## src/ddrx_pkg.sv

```systemverilog
// Shared constants and types for the configuration and init tracking block
package ddrx_pkg;
    // Clock rate and waits converted to cycles, least times rounded up
    localparam int CLK_PERIOD_NS   = 5;
    localparam int POWER_WAIT_US   = 200;
    localparam int POWER_WAIT_CYC  = (POWER_WAIT_US * 1000 + CLK_PERIOD_NS - 1) / CLK_PERIOD_NS;
    localparam int CKE_WAIT_NS     = 400;
    localparam int CKE_WAIT_CYC    = (CKE_WAIT_NS + CLK_PERIOD_NS - 1) / CLK_PERIOD_NS;
    localparam int DLL_LOCK_CYC    = 200;
    localparam int CFG_LOAD_GAP_CYC = 2;
    localparam int MIN_REFRESHES   = 2;
    localparam int PIPE_DEPTH      = 16;

    // Address and bank field positions
    localparam int ADDR_W          = 16;
    localparam int DLL_DISABLE_POS = 0;
    localparam int POSTED_LO       = 3;
    localparam int POSTED_HI       = 5;
    localparam int CAS_LO          = 4;
    localparam int CAS_HI          = 6;
    localparam int REFRESH_BIT_POS = 7;
    localparam int DLL_RESET_POS   = 8;
    localparam int CAL_LO          = 7;
    localparam int CAL_HI          = 9;
    localparam int PRE_ALL_POS     = 10;
    localparam int TOP_VALID_POS   = 12;
    localparam logic [2:0] POSTED_MAX = 3'h6;
    localparam logic [2:0] CAL_DEFAULT = 3'h7;
    localparam logic [2:0] CAL_EXIT    = 3'h0;

    // Bank select codes for the configuration loads
    localparam logic [1:0] SEL_BASE  = 2'h0;
    localparam logic [1:0] SEL_ONE   = 2'h1;
    localparam logic [1:0] SEL_TWO   = 2'h2;
    localparam logic [1:0] SEL_THREE = 2'h3;

    // APB register byte offsets
    localparam logic [7:0] OFS_ERR   = 8'h00;
    localparam logic [7:0] OFS_STATE = 8'h04;
    localparam logic [7:0] OFS_ONE   = 8'h08;
    localparam logic [7:0] OFS_TWO   = 8'h0C;
    localparam logic [7:0] OFS_THREE = 8'h10;
    localparam logic [7:0] OFS_BASE  = 8'h14;

    // Error flag positions in the error register
    localparam int ERR_SEQ   = 0;
    localparam int ERR_EARLY = 1;
    localparam int ERR_CKE   = 2;
    localparam int ERR_ODT   = 3;
    localparam int ERR_RSVD  = 4;
    localparam int ERR_GAP   = 5;
    localparam int ERR_CAL   = 6;
    localparam int ERR_W     = 7;

    localparam logic [ADDR_W-1:0] CFG_RESET = 16'h0000;

    typedef enum logic [2:0] {
        CMD_NOP, CMD_LOAD, CMD_REFRESH, CMD_PRECHARGE, CMD_ACTIVATE, CMD_WRITE, CMD_READ
    } ddrx_cmd_t;

    typedef enum logic [3:0] {
        ST_POWER_WAIT, ST_CKE_WAIT, ST_LOAD_TWO, ST_LOAD_THREE, ST_LOAD_ONE,
        ST_DLL_RESET, ST_PRE_ALL, ST_REFRESH, ST_CAL_DEFAULT, ST_CAL_EXIT, ST_DONE
    } ddrx_state_t;
endpackage

```

## src/ddrx_cfg_init.sv

```systemverilog
// Device-side configuration registers, init sequence tracker and latency timing
//
// Behaviour
// Driver calibration may only hold its default or cleared value; others flag.
// Posted delay field selects zero to six cycles of posted delay.
// Early READ/WRITE is held for the posted delay, then issued internally.
// First read data follows the command by posted plus column access delay.
// Write data is expected one cycle before the read delay.
// Reserved posted delay encodings must not be programmed by the controller.
// Second register holds only the refresh-rate bit; set above 85C when needed.
// Loads only with all banks idle, then the load gap before another command; bank state is not tracked, only the gap is checked.
// Each configuration register keeps its value until reloaded.
// Bits above twelve and bank_sel_two must be zero on a load.
// Third extended register is loaded with all zeros.
// Clock gate stays high once raised during initialization.
// Only NOP or DESELECT for 200us, then clock gate rises.
// At least 400ns after clock gate rises, then PRECHARGE ALL.
// Then load the second register, bank_sel1 high, bank_sel0 low.
// Then load the third register with both bank selects high.
// Then load the first register with dll_disable_bit low to enable the loop.
// Base load with dll_reset_bit high resets the loop; 200 cycles to lock.
// Termination control stays low during power-up.
// After loop reset: PRECHARGE ALL, then two or more REFRESH.
// Then base load with dll_reset_bit low programs operating parameters.
// First register calibration bits all ones, then a load clearing them.
// Device ready 200 cycles after the loop reset load.
// Time waits are converted to cycles rounding up.
//
// Register access over APB and the placing of the registers were decided locally.
`timescale 1ns/100ps
module ddrx_cfg_init
    import ddrx_pkg::*;
#(
    parameter int POWER_WAIT = POWER_WAIT_CYC
) (
    // Clock and reset
    input  wire logic              mclk,
    input  wire logic              rst_n,
    // Command pins from the memory controller
    input  wire logic              clkGate,
    input  wire logic              chipSel_n,
    input  wire logic              rowStrobe_n,
    input  wire logic              colStrobe_n,
    input  wire logic              writeEn_n,
    input  wire logic              bank_sel0,
    input  wire logic              bank_sel1,
    input  wire logic              bank_sel_two,
    input  wire logic [ADDR_W-1:0] addr,
    input  wire logic              termination_ctrl_in,
    // APB slave
    input  wire logic              psel,
    input  wire logic              penable,
    input  wire logic              pwrite,
    input  wire logic [7:0]        paddr,
    input  wire logic [31:0]       pwdata,
    output logic                   pready,
    output logic [31:0]            prdata,
    output logic                   pslverr,
    // Device status and data timing
    output logic                   deviceReady,
    output logic                   refreshFast,
    output logic                   internalIssue,
    output logic                   internalIsWrite,
    output logic                   readDataStart,
    output logic                   writeDataExpect
);
    // Command decode
    ddrx_cmd_t   cmd;
    logic [1:0]  bankSel;
    logic        isLoad;
    logic        isPreAll;
    logic        notNop;
    logic [2:0]  calField;

    always_comb begin
        unique case ({chipSel_n, rowStrobe_n, colStrobe_n, writeEn_n})
            4'b0000: cmd = CMD_LOAD;
            4'b0001: cmd = CMD_REFRESH;
            4'b0010: cmd = CMD_PRECHARGE;
            4'b0011: cmd = CMD_ACTIVATE;
            4'b0100: cmd = CMD_WRITE;
            4'b0101: cmd = CMD_READ;
            default: cmd = CMD_NOP;
        endcase
    end

    assign bankSel  = {bank_sel1, bank_sel0};
    assign isLoad   = (cmd == CMD_LOAD);
    assign isPreAll = (cmd == CMD_PRECHARGE) && addr[PRE_ALL_POS];
    assign notNop   = (cmd != CMD_NOP);
    assign calField = addr[CAL_HI:CAL_LO];

    // Configuration register storage
    logic [ADDR_W-1:0] baseCfg_r;
    logic [ADDR_W-1:0] extOne_r;
    logic [ADDR_W-1:0] extTwo_r;
    logic [ADDR_W-1:0] extThree_r;

    always_ff @(posedge mclk or negedge rst_n) begin
        if (!rst_n) begin
            baseCfg_r  <= CFG_RESET;
            extOne_r   <= CFG_RESET;
            extTwo_r   <= CFG_RESET;
            extThree_r <= CFG_RESET;
        end else if (isLoad) begin
            unique case (bankSel)
                SEL_BASE:  baseCfg_r  <= addr;
                SEL_ONE:   extOne_r   <= addr;
                SEL_TWO:   extTwo_r   <= addr;
                SEL_THREE: extThree_r <= addr;
            endcase
        end
    end

    // Latency fields
    logic [2:0] postedDelay;
    logic [2:0] columnAccessDelay;
    logic [3:0] readDelay;
    logic [3:0] writeDelay;

    assign postedDelay       = extOne_r[POSTED_HI:POSTED_LO];
    assign columnAccessDelay = baseCfg_r[CAS_HI:CAS_LO];
    assign readDelay         = {1'b0, postedDelay} + {1'b0, columnAccessDelay};
    assign writeDelay        = readDelay - 4'h1;
    assign refreshFast       = extTwo_r[REFRESH_BIT_POS];

    // Column command pipe and tap selection
    logic                  colCmd;
    logic [PIPE_DEPTH-1:0] pipeValid;
    logic [PIPE_DEPTH-1:0] pipeWrite;

    assign colCmd = (cmd == CMD_READ) || (cmd == CMD_WRITE);

    ddrx_post_pipe u_pipe (
        .mclk      (mclk),
        .rst_n     (rst_n),
        .inValid   (colCmd),
        .inWrite   (cmd == CMD_WRITE),
        .pipeValid (pipeValid),
        .pipeWrite (pipeWrite)
    );

    // Bit of the command that is d cycles old, zero meaning this cycle
    function automatic logic tapAt(input logic [3:0] d, input logic now,
                                   input logic [PIPE_DEPTH-1:0] vec);
        logic [3:0] idx;
        idx = d - 4'h1;
        tapAt = (d == 4'h0) ? now : vec[idx];
    endfunction

    logic tapIssue;
    logic tapIssueWr;
    logic tapRead;
    logic tapReadWr;
    logic tapWrite;
    logic tapWriteWr;

    assign tapIssue   = tapAt({1'b0, postedDelay}, colCmd, pipeValid);
    assign tapIssueWr = tapAt({1'b0, postedDelay}, cmd == CMD_WRITE, pipeWrite);
    assign tapRead    = tapAt(readDelay, colCmd, pipeValid);
    assign tapReadWr  = tapAt(readDelay, cmd == CMD_WRITE, pipeWrite);
    assign tapWrite   = tapAt(writeDelay, colCmd, pipeValid);
    assign tapWriteWr = tapAt(writeDelay, cmd == CMD_WRITE, pipeWrite);

    // Registered timing strobes
    always_ff @(posedge mclk or negedge rst_n) begin
        if (!rst_n) begin
            internalIssue   <= 1'b0;
            internalIsWrite <= 1'b0;
            readDataStart   <= 1'b0;
            writeDataExpect <= 1'b0;
        end else begin
            internalIssue   <= tapIssue;
            internalIsWrite <= tapIssue && tapIssueWr;
            readDataStart   <= tapRead && !tapReadWr;
            writeDataExpect <= tapWrite && tapWriteWr;
        end
    end

    // Timers: power and clock gate waits, loop lock
    logic        waitStart;
    logic        waitDone;
    logic        lockStart;
    logic        lockDone;
    logic [15:0] waitLoad;
    logic [15:0] lockLoad;

    assign waitLoad = 16'(CKE_WAIT_CYC);
    assign lockLoad = 16'(DLL_LOCK_CYC);

    // Power wait runs from reset, then reloads for the clock gate wait
    ddrx_wait_timer #(
        .RESET_COUNT (16'(POWER_WAIT))
    ) u_waitTmr (
        .mclk    (mclk),
        .rst_n   (rst_n),
        .start   (waitStart),
        .loadVal (waitLoad),
        .expired (waitDone)
    );

    // Loop lock count from the loop reset load
    ddrx_wait_timer u_lockTmr (
        .mclk    (mclk),
        .rst_n   (rst_n),
        .start   (lockStart),
        .loadVal (lockLoad),
        .expired (lockDone)
    );

    // Load kinds by bank select
    logic loadBase;
    logic loadOne;
    logic loadTwo;
    logic loadThree;

    assign loadBase  = isLoad && (bankSel == SEL_BASE);
    assign loadOne   = isLoad && (bankSel == SEL_ONE);
    assign loadTwo   = isLoad && (bankSel == SEL_TWO);
    assign loadThree = isLoad && (bankSel == SEL_THREE);

    // Load gap and refresh counters
    logic [1:0] gapCnt_r;
    logic [1:0] gapCnt_nxt;
    logic [1:0] refCnt_r;
    logic [1:0] refCnt_nxt;
    logic       gapBusy;
    logic       refEnough;

    assign gapBusy    = (gapCnt_r != 2'h0);
    assign refEnough  = (refCnt_r >= 2'(MIN_REFRESHES));
    assign gapCnt_nxt = isLoad ? 2'(CFG_LOAD_GAP_CYC - 1) :
                        (gapBusy ? gapCnt_r - 2'h1 : 2'h0);
    assign refCnt_nxt = (cmd == CMD_REFRESH && !refEnough) ? refCnt_r + 2'h1 : refCnt_r;

    // Init sequence tracker
    ddrx_state_t state_r;
    ddrx_state_t state_nxt;
    logic        stepOk;
    logic        seqAct;
    logic        baseRun;
    logic        calOk;

    assign seqAct    = (state_r != ST_POWER_WAIT) && (state_r != ST_DONE);
    assign baseRun   = loadBase && !addr[DLL_RESET_POS] && refEnough;
    assign waitStart = (state_r == ST_POWER_WAIT) && clkGate && waitDone;
    assign lockStart = (state_r == ST_DLL_RESET) && stepOk;
    assign calOk     = (calField == CAL_DEFAULT) || (calField == CAL_EXIT);

    // Next step of the sequence, stepOk marks a command in order
    always_comb begin
        state_nxt = state_r;
        stepOk    = 1'b0;
        unique case (state_r)
            ST_POWER_WAIT: begin
                if (waitStart) state_nxt = ST_CKE_WAIT;
            end
            ST_CKE_WAIT: begin
                stepOk = isPreAll;
                if (isPreAll && waitDone) state_nxt = ST_LOAD_TWO;
            end
            ST_LOAD_TWO: begin
                stepOk = loadTwo;
                if (stepOk) state_nxt = ST_LOAD_THREE;
            end
            ST_LOAD_THREE: begin
                stepOk = loadThree;
                if (stepOk) state_nxt = ST_LOAD_ONE;
            end
            ST_LOAD_ONE: begin
                stepOk = loadOne && !addr[DLL_DISABLE_POS];
                if (stepOk) state_nxt = ST_DLL_RESET;
            end
            ST_DLL_RESET: begin
                stepOk = loadBase && addr[DLL_RESET_POS];
                if (stepOk) state_nxt = ST_PRE_ALL;
            end
            ST_PRE_ALL: begin
                stepOk = isPreAll;
                if (stepOk) state_nxt = ST_REFRESH;
            end
            ST_REFRESH: begin
                stepOk = (cmd == CMD_REFRESH) || baseRun;
                if (baseRun) state_nxt = ST_CAL_DEFAULT;
            end
            ST_CAL_DEFAULT: begin
                stepOk = loadOne && (calField == CAL_DEFAULT);
                if (stepOk) state_nxt = ST_CAL_EXIT;
            end
            ST_CAL_EXIT: begin
                stepOk = loadOne && (calField == CAL_EXIT);
                if (stepOk) state_nxt = ST_DONE;
            end
            ST_DONE: begin
                stepOk = 1'b1;
            end
        endcase
    end

    // Fault detection, flags stay set until reset
    logic             earlyErr;
    logic             rsvdErr;
    logic [ERR_W-1:0] errNow;
    logic [ERR_W-1:0] errFlags_r;

    assign earlyErr = ((state_r == ST_POWER_WAIT) && (notNop || (clkGate && !waitDone))) ||
                      ((state_r == ST_CKE_WAIT) && isPreAll && !waitDone);
    assign rsvdErr  = isLoad && (bank_sel_two || (|addr[ADDR_W-1:TOP_VALID_POS+1]) ||
                      (loadOne && (addr[POSTED_HI:POSTED_LO] > POSTED_MAX)) ||
                      (loadTwo && (|addr[ADDR_W-1:REFRESH_BIT_POS+1])) ||
                      (loadTwo && (|addr[REFRESH_BIT_POS-1:0])) ||
                      (loadThree && (addr != CFG_RESET)));

    always_comb begin
        errNow            = '0;
        errNow[ERR_SEQ]   = seqAct && notNop && !stepOk;
        errNow[ERR_EARLY] = earlyErr;
        errNow[ERR_CKE]   = seqAct && !clkGate;
        errNow[ERR_ODT]   = (state_r != ST_DONE) && termination_ctrl_in;
        errNow[ERR_RSVD]  = rsvdErr;
        errNow[ERR_GAP]   = gapBusy && notNop;
        errNow[ERR_CAL]   = loadOne && !calOk;
    end

    // APB: no wait states, read-only view, writes are ignored
    logic        apbSetup;
    logic        ofsValid;
    logic [31:0] rdMux;

    assign apbSetup = psel && !penable;
    assign pready   = psel && penable;
    assign pslverr  = pready && !ofsValid;

    always_comb begin
        ofsValid = 1'b1;
        rdMux    = 32'h0000_0000;
        case (paddr)
            OFS_ERR:   rdMux = 32'(errFlags_r);
            OFS_STATE: rdMux = 32'(state_r);
            OFS_ONE:   rdMux = 32'(extOne_r);
            OFS_TWO:   rdMux = 32'(extTwo_r);
            OFS_THREE: rdMux = 32'(extThree_r);
            OFS_BASE:  rdMux = 32'(baseCfg_r);
            default:   ofsValid = 1'b0;
        endcase
    end

    // Sequence state, counters, flags, ready and read data captured at setup
    always_ff @(posedge mclk or negedge rst_n) begin
        if (!rst_n) begin
            state_r     <= ST_POWER_WAIT;
            gapCnt_r    <= 2'h0;
            refCnt_r    <= 2'h0;
            errFlags_r  <= '0;
            deviceReady <= 1'b0;
            prdata      <= 32'h0000_0000;
        end else begin
            state_r     <= state_nxt;
            gapCnt_r    <= gapCnt_nxt;
            refCnt_r    <= refCnt_nxt;
            errFlags_r  <= errFlags_r | errNow;
            deviceReady <= (state_r == ST_DONE) && lockDone;
            if (apbSetup) prdata <= rdMux;
        end
    end
endmodule

```

## src/ddrx_post_pipe.sv

```systemverilog
// Shift pipe that carries column commands for the posted and data delays
`timescale 1ns/100ps
module ddrx_post_pipe
    import ddrx_pkg::*;
(
    // Clock and reset
    input  wire logic                  mclk,
    input  wire logic                  rst_n,
    // Command entering the pipe
    input  wire logic                  inValid,
    input  wire logic                  inWrite,
    // Stage contents, stage k is the command k+1 cycles old
    output logic [PIPE_DEPTH-1:0]      pipeValid,
    output logic [PIPE_DEPTH-1:0]      pipeWrite
);
    // Shift one stage per clock
    always_ff @(posedge mclk or negedge rst_n) begin
        if (!rst_n) begin
            pipeValid <= '0;
            pipeWrite <= '0;
        end else begin
            pipeValid <= {pipeValid[PIPE_DEPTH-2:0], inValid};
            pipeWrite <= {pipeWrite[PIPE_DEPTH-2:0], inWrite};
        end
    end
endmodule

```

## src/ddrx_wait_timer.sv

```systemverilog
// Down counter that reports when a loaded wait has run out
`timescale 1ns/100ps
module ddrx_wait_timer
    import ddrx_pkg::*;
#(
    parameter logic [15:0] RESET_COUNT = 16'h0000
) (
    // Clock and reset
    input  wire logic        mclk,
    input  wire logic        rst_n,
    // Load and status
    input  wire logic        start,
    input  wire logic [15:0] loadVal,
    output logic             expired
);
    logic [15:0] count_r;

    // Reload on start, otherwise count down to zero and hold
    always_ff @(posedge mclk or negedge rst_n) begin
        if (!rst_n) begin
            count_r <= RESET_COUNT;
        end else if (start) begin
            count_r <= loadVal;
        end else if (count_r != 16'h0000) begin
            count_r <= count_r - 16'h0001;
        end
    end

    assign expired = (count_r == 16'h0000);
endmodule

```

## config.mk

```make
export PLATFORM = sky130hd
export DESIGN_NAME = ddrx_cfg_init
export DESIGN_NICKNAME = d
export VERILOG_FILES = /design/src/ddrx_pkg.sv /design/src/ddrx_cfg_init.sv /design/src/ddrx_post_pipe.sv /design/src/ddrx_wait_timer.sv
export SDC_FILE = /design/constraint.sdc
export NUM_CORES = 1
export LEC_CHECK = 0
export ABC_AREA = 1
export BUFFER_PORTS_ARGS = -buffer_cell sky130_fd_sc_hd__buf_4
export CAP_MARGIN = 20
export CORE_MARGIN = 2
export CORE_UTILIZATION = 35
export CTS_CLUSTER_DIAMETER = 150
export CTS_CLUSTER_SIZE = 8
export DETAILED_ROUTE_END_ITERATION = 8
export PLACE_DENSITY_LB_ADDON = 0.3
export SETUP_SLACK_MARGIN = 0.05
export SYNTH_ARGS = -nofsm -noshare
export SYNTH_HDL_FRONTEND = slang
export SYNTH_SLANG_ARGS = --single-unit
```

## constraint.sdc

```tcl
create_clock -name mclk -period 2.9 [get_ports mclk]
set_input_delay 0.58 -clock mclk [delete_from_list [all_inputs] [get_ports mclk]]
set_output_delay 0.58 -clock mclk [all_outputs]
set_load 0.02 [all_outputs]
```

==> flow_metrics.tcl <==
set metrics [dict create \
    end_kind "register" \
    placedInstanceArea_mm2 0.00953 \
    ys_async_sr_fraction_pct 100 \
    vias 7521 \
    grt_remaining_overflow 0 \
    htreeDepth 4 \
    grt_pass1_vias 7091 \
    cts_tree "yes" \
    final_max_slew_viol_count 0 \
    fin_tns_setup_ps 0 \
    ys_seq_area_share_pct 47.4 \
    clock_path_buffers 2 \
    grt_pass1_wl_um 36500 \
    crit_fanout 6 \
    fin_skew_ps 11.0 \
    cts_hold_buffers 0 \
    start_kind "register" \
    clockRootBuffer "clkbuf_16" \
    crit_type "register to register" \
    gp_congestion 0.906 \
    cp-startpoint "baseCfg_r[4]$_DFFE_PN0N_" \
    fmax_mhz 379 \
    p_leak_uw 0.00502 \
    synth_seq_cells 164 \
    drcViolationCount 0 \
    num_io_pins 110 \
    grt_use_met2_pct 27.9 \
    start_util_pct 35.6 \
    setup-violations-final 0 \
    die_w_um 161 \
    antenna_left 0 \
    rows 57 \
    multi_input_area_mm2 0.00380 \
    syn_area_per_cell_um2 7.54 \
    cap_violations 0 \
    grt_max_degree 59 \
    timing.rr.end "writeDataExpect$_DFF_PN0_" \
    grt_antenna_before_repair 0 \
    drive_gt1_share_pct 11.7 \
    reg2reg_depth 14 \
    vdd_drop_max_mv 0.431 \
    critPathArrivalTime_ps 3020 \
    power.density_mw_per_mm2 757 \
    wl_um 21900 \
    detail_route.wl_per_cell_um 14.1 \
    viasPerCell 4.82 \
    drt-initial-drc-count 596 \
    clk_pin_slew_ps 70 \
    core_area_mm2 0.0243 \
    grt_usage_pct 17.7 \
    final_cell_area_mm2 0.0101 \
    synth_area_mm2 0.00867 \
    gr-usage-met1_pct 24.8 \
    cts_made_buffers 17 \
    nFillCells 2421 \
    worstReg2RegStart "baseCfg_r[4]$_DFFE_PN0N_" \
    fin_nets 1304 \
    port-buffer-count 60 \
    worstMarginPinSlew_ps 565 \
    mostFrequentLayoutCell "nand2_1" \
    fin_crit_sh_pct 91.0 \
    hold_viol 0 \
    rrSetupSlack_ps 260 \
    syn_inst 1149 \
    clk_latency_ps 440 \
    grt-busiest-layer "met2" \
    ys_types 43 \
    cts_sinks 164 \
    rsz0062_at_grt "true" \
    die_height_um 161 \
    crit_required_ps 3280 \
    final_cell_mix "nand2_1 (344), dfrtp_1 (159), inv_1 (146)" \
    cts_setup_buffers 0 \
    hold-worst-slack_ps 97.7 \
    synth_edf_count 0 \
    status "finished, final reports clean" \
    synthFlopType "dfrtp_1" \
    yosys_warnings 0 \
    dieArea_mm2 0.0260 \
    ctsResizeCount 0 \
    area_growth_pct 16.8 \
    dp_hpwl_um 16100 \
    fin_crit_ps 2640 \
    crit_end "writeDataExpect$_DFF_PN0_" \
    use_met3_pct 3.39 \
    firstDrtPassIters 7 \
    hold_path.class "input pin to asynchronous set/reset pin" \
    slew_headroom_pct 62.0 \
    regArea_mm2 0.00411 \
]
## layer usage
| layer | part of all wire [%] | wire length, um |
|---|---|---|
| met4 | 1.3 | 280 |
| met3 | 4.7 | 1030 |
| met1 | 47 | 10200 |
| met2 | 47 | 10400 |
| met5 | 0 | 0 |
## registers in the layout, indices dropped and copies added (netlist names), 2 cells and up
signal             cells
baseCfg_r             16
errFlags_r             7
extOne_r              16
extThree_r            16
extTwo_r              16
gapCnt_r               2
prdata                16
refCnt_r               2
state_r                4
u_lockTmr.count_r     16
u_pipe.pipeValid      16
u_pipe.pipeWrite      16
u_waitTmr.count_r     16
## final cells by class
type | count | share of cell area, %
Antenna cell | 1 | 0.0247
Clock buffer | 17 | 4.20
Clock inverter | 15 | 1.54
Inverter | 153 | 5.80
Multi-Input combinational cell | 806 | 37.5
Sequential cell | 164 | 40.6
Tap cell | 324 | 4.00
Timing Repair Buffer | 81 | 6.29
## worst max-delay path, stage by stage, from the launching register on
cell,delay (ps)
dfrtp_1,400
ha_1,220
inv_1,70
fa_1,480
ha_2,440
inv_1,130
nor2_4,190
nand2_1,70
nand2_1,70
nor2_1,40
o21ai_0,210
nand3_1,110
nand2_1,70
nand2_1,40
nand2_1,40
## per-stage QoR
step	power [uW]	std cells	utilization, %	worst slack [ps]
after floorplan	4700	1164	-	475
after global placement	5400	1528	39.2	225
after detailed placement	5440	1528	39.2	232
after CTS	7680	1560	41.6	223
after global routing	8240	1560	41.6	32.5
final	7660	1561	41.6	260
## report_power, final
part	leakage, uW	switching [uW]	internal [uW]
combinational	0.00273	1640	881
clock	0.000287	1060	1150
sequential	0.00201	256	2680
total	0.00502	2950	4710
## cells by family after synthesis
group	count (synthesis)	share of synthesized area [%]
fa+ha+maj	11	1.67
compound gates	174	10.7
flops	164	47.4
other cells	1	0.0433
simple gates	587	28.7
buf+inv	194	9.59
xor+xnor	18	1.82
## cells in the mapped netlist (all sizes together) (2+ instances only)
library cell	n	area [um^2]
dfstp	5	131
a21oi	27	135
xnor2	6	52.6
nand3	55	293
xor2	12	105
nand3b	2	15.0
or2	2	12.5
nand4	24	150
o21ai	112	561
nor3	24	135
clkinv	2	12.5
buf	29	199
a31oi	3	18.8
dfrtp	159	3980
a22oi	3	22.5
nand2	347	1320
nor2	124	508
o22ai	21	131
o21bai	3	22.5
clkbuf	12	45.0
inv	151	574
nor3b	2	15.0
o31ai	2	15.0
o211ai	3	22.5
ha	10	125
nor4	5	31.3
## worst min-delay path by stage
stage / end / slack (ps) / cells past startpoint / from
2_1_floorplan: baseCfg_r[0]$_DFFE_PN0N_ / 280 / 0 / rst_n
3_3_place_gp: u_pipe.pipeWrite[10]$_DFF_PN0_ / 360 / 0 / u_pipe.pipeWrite[9]$_DFF_PN0_
3_5_place_dp: u_pipe.pipeWrite[7]$_DFF_PN0_ / 360 / 0 / u_pipe.pipeWrite[6]$_DFF_PN0_
4_1_cts: prdata[15]$_DFFE_PN0P_ / 130 / 1 / rst_n
5_1_grt: prdata[15]$_DFFE_PN0P_ / 140 / 1 / rst_n
6_report: prdata[15]$_DFFE_PN0P_ / 100 / 1 / rst_n
(Power assumes the default switching activity.)
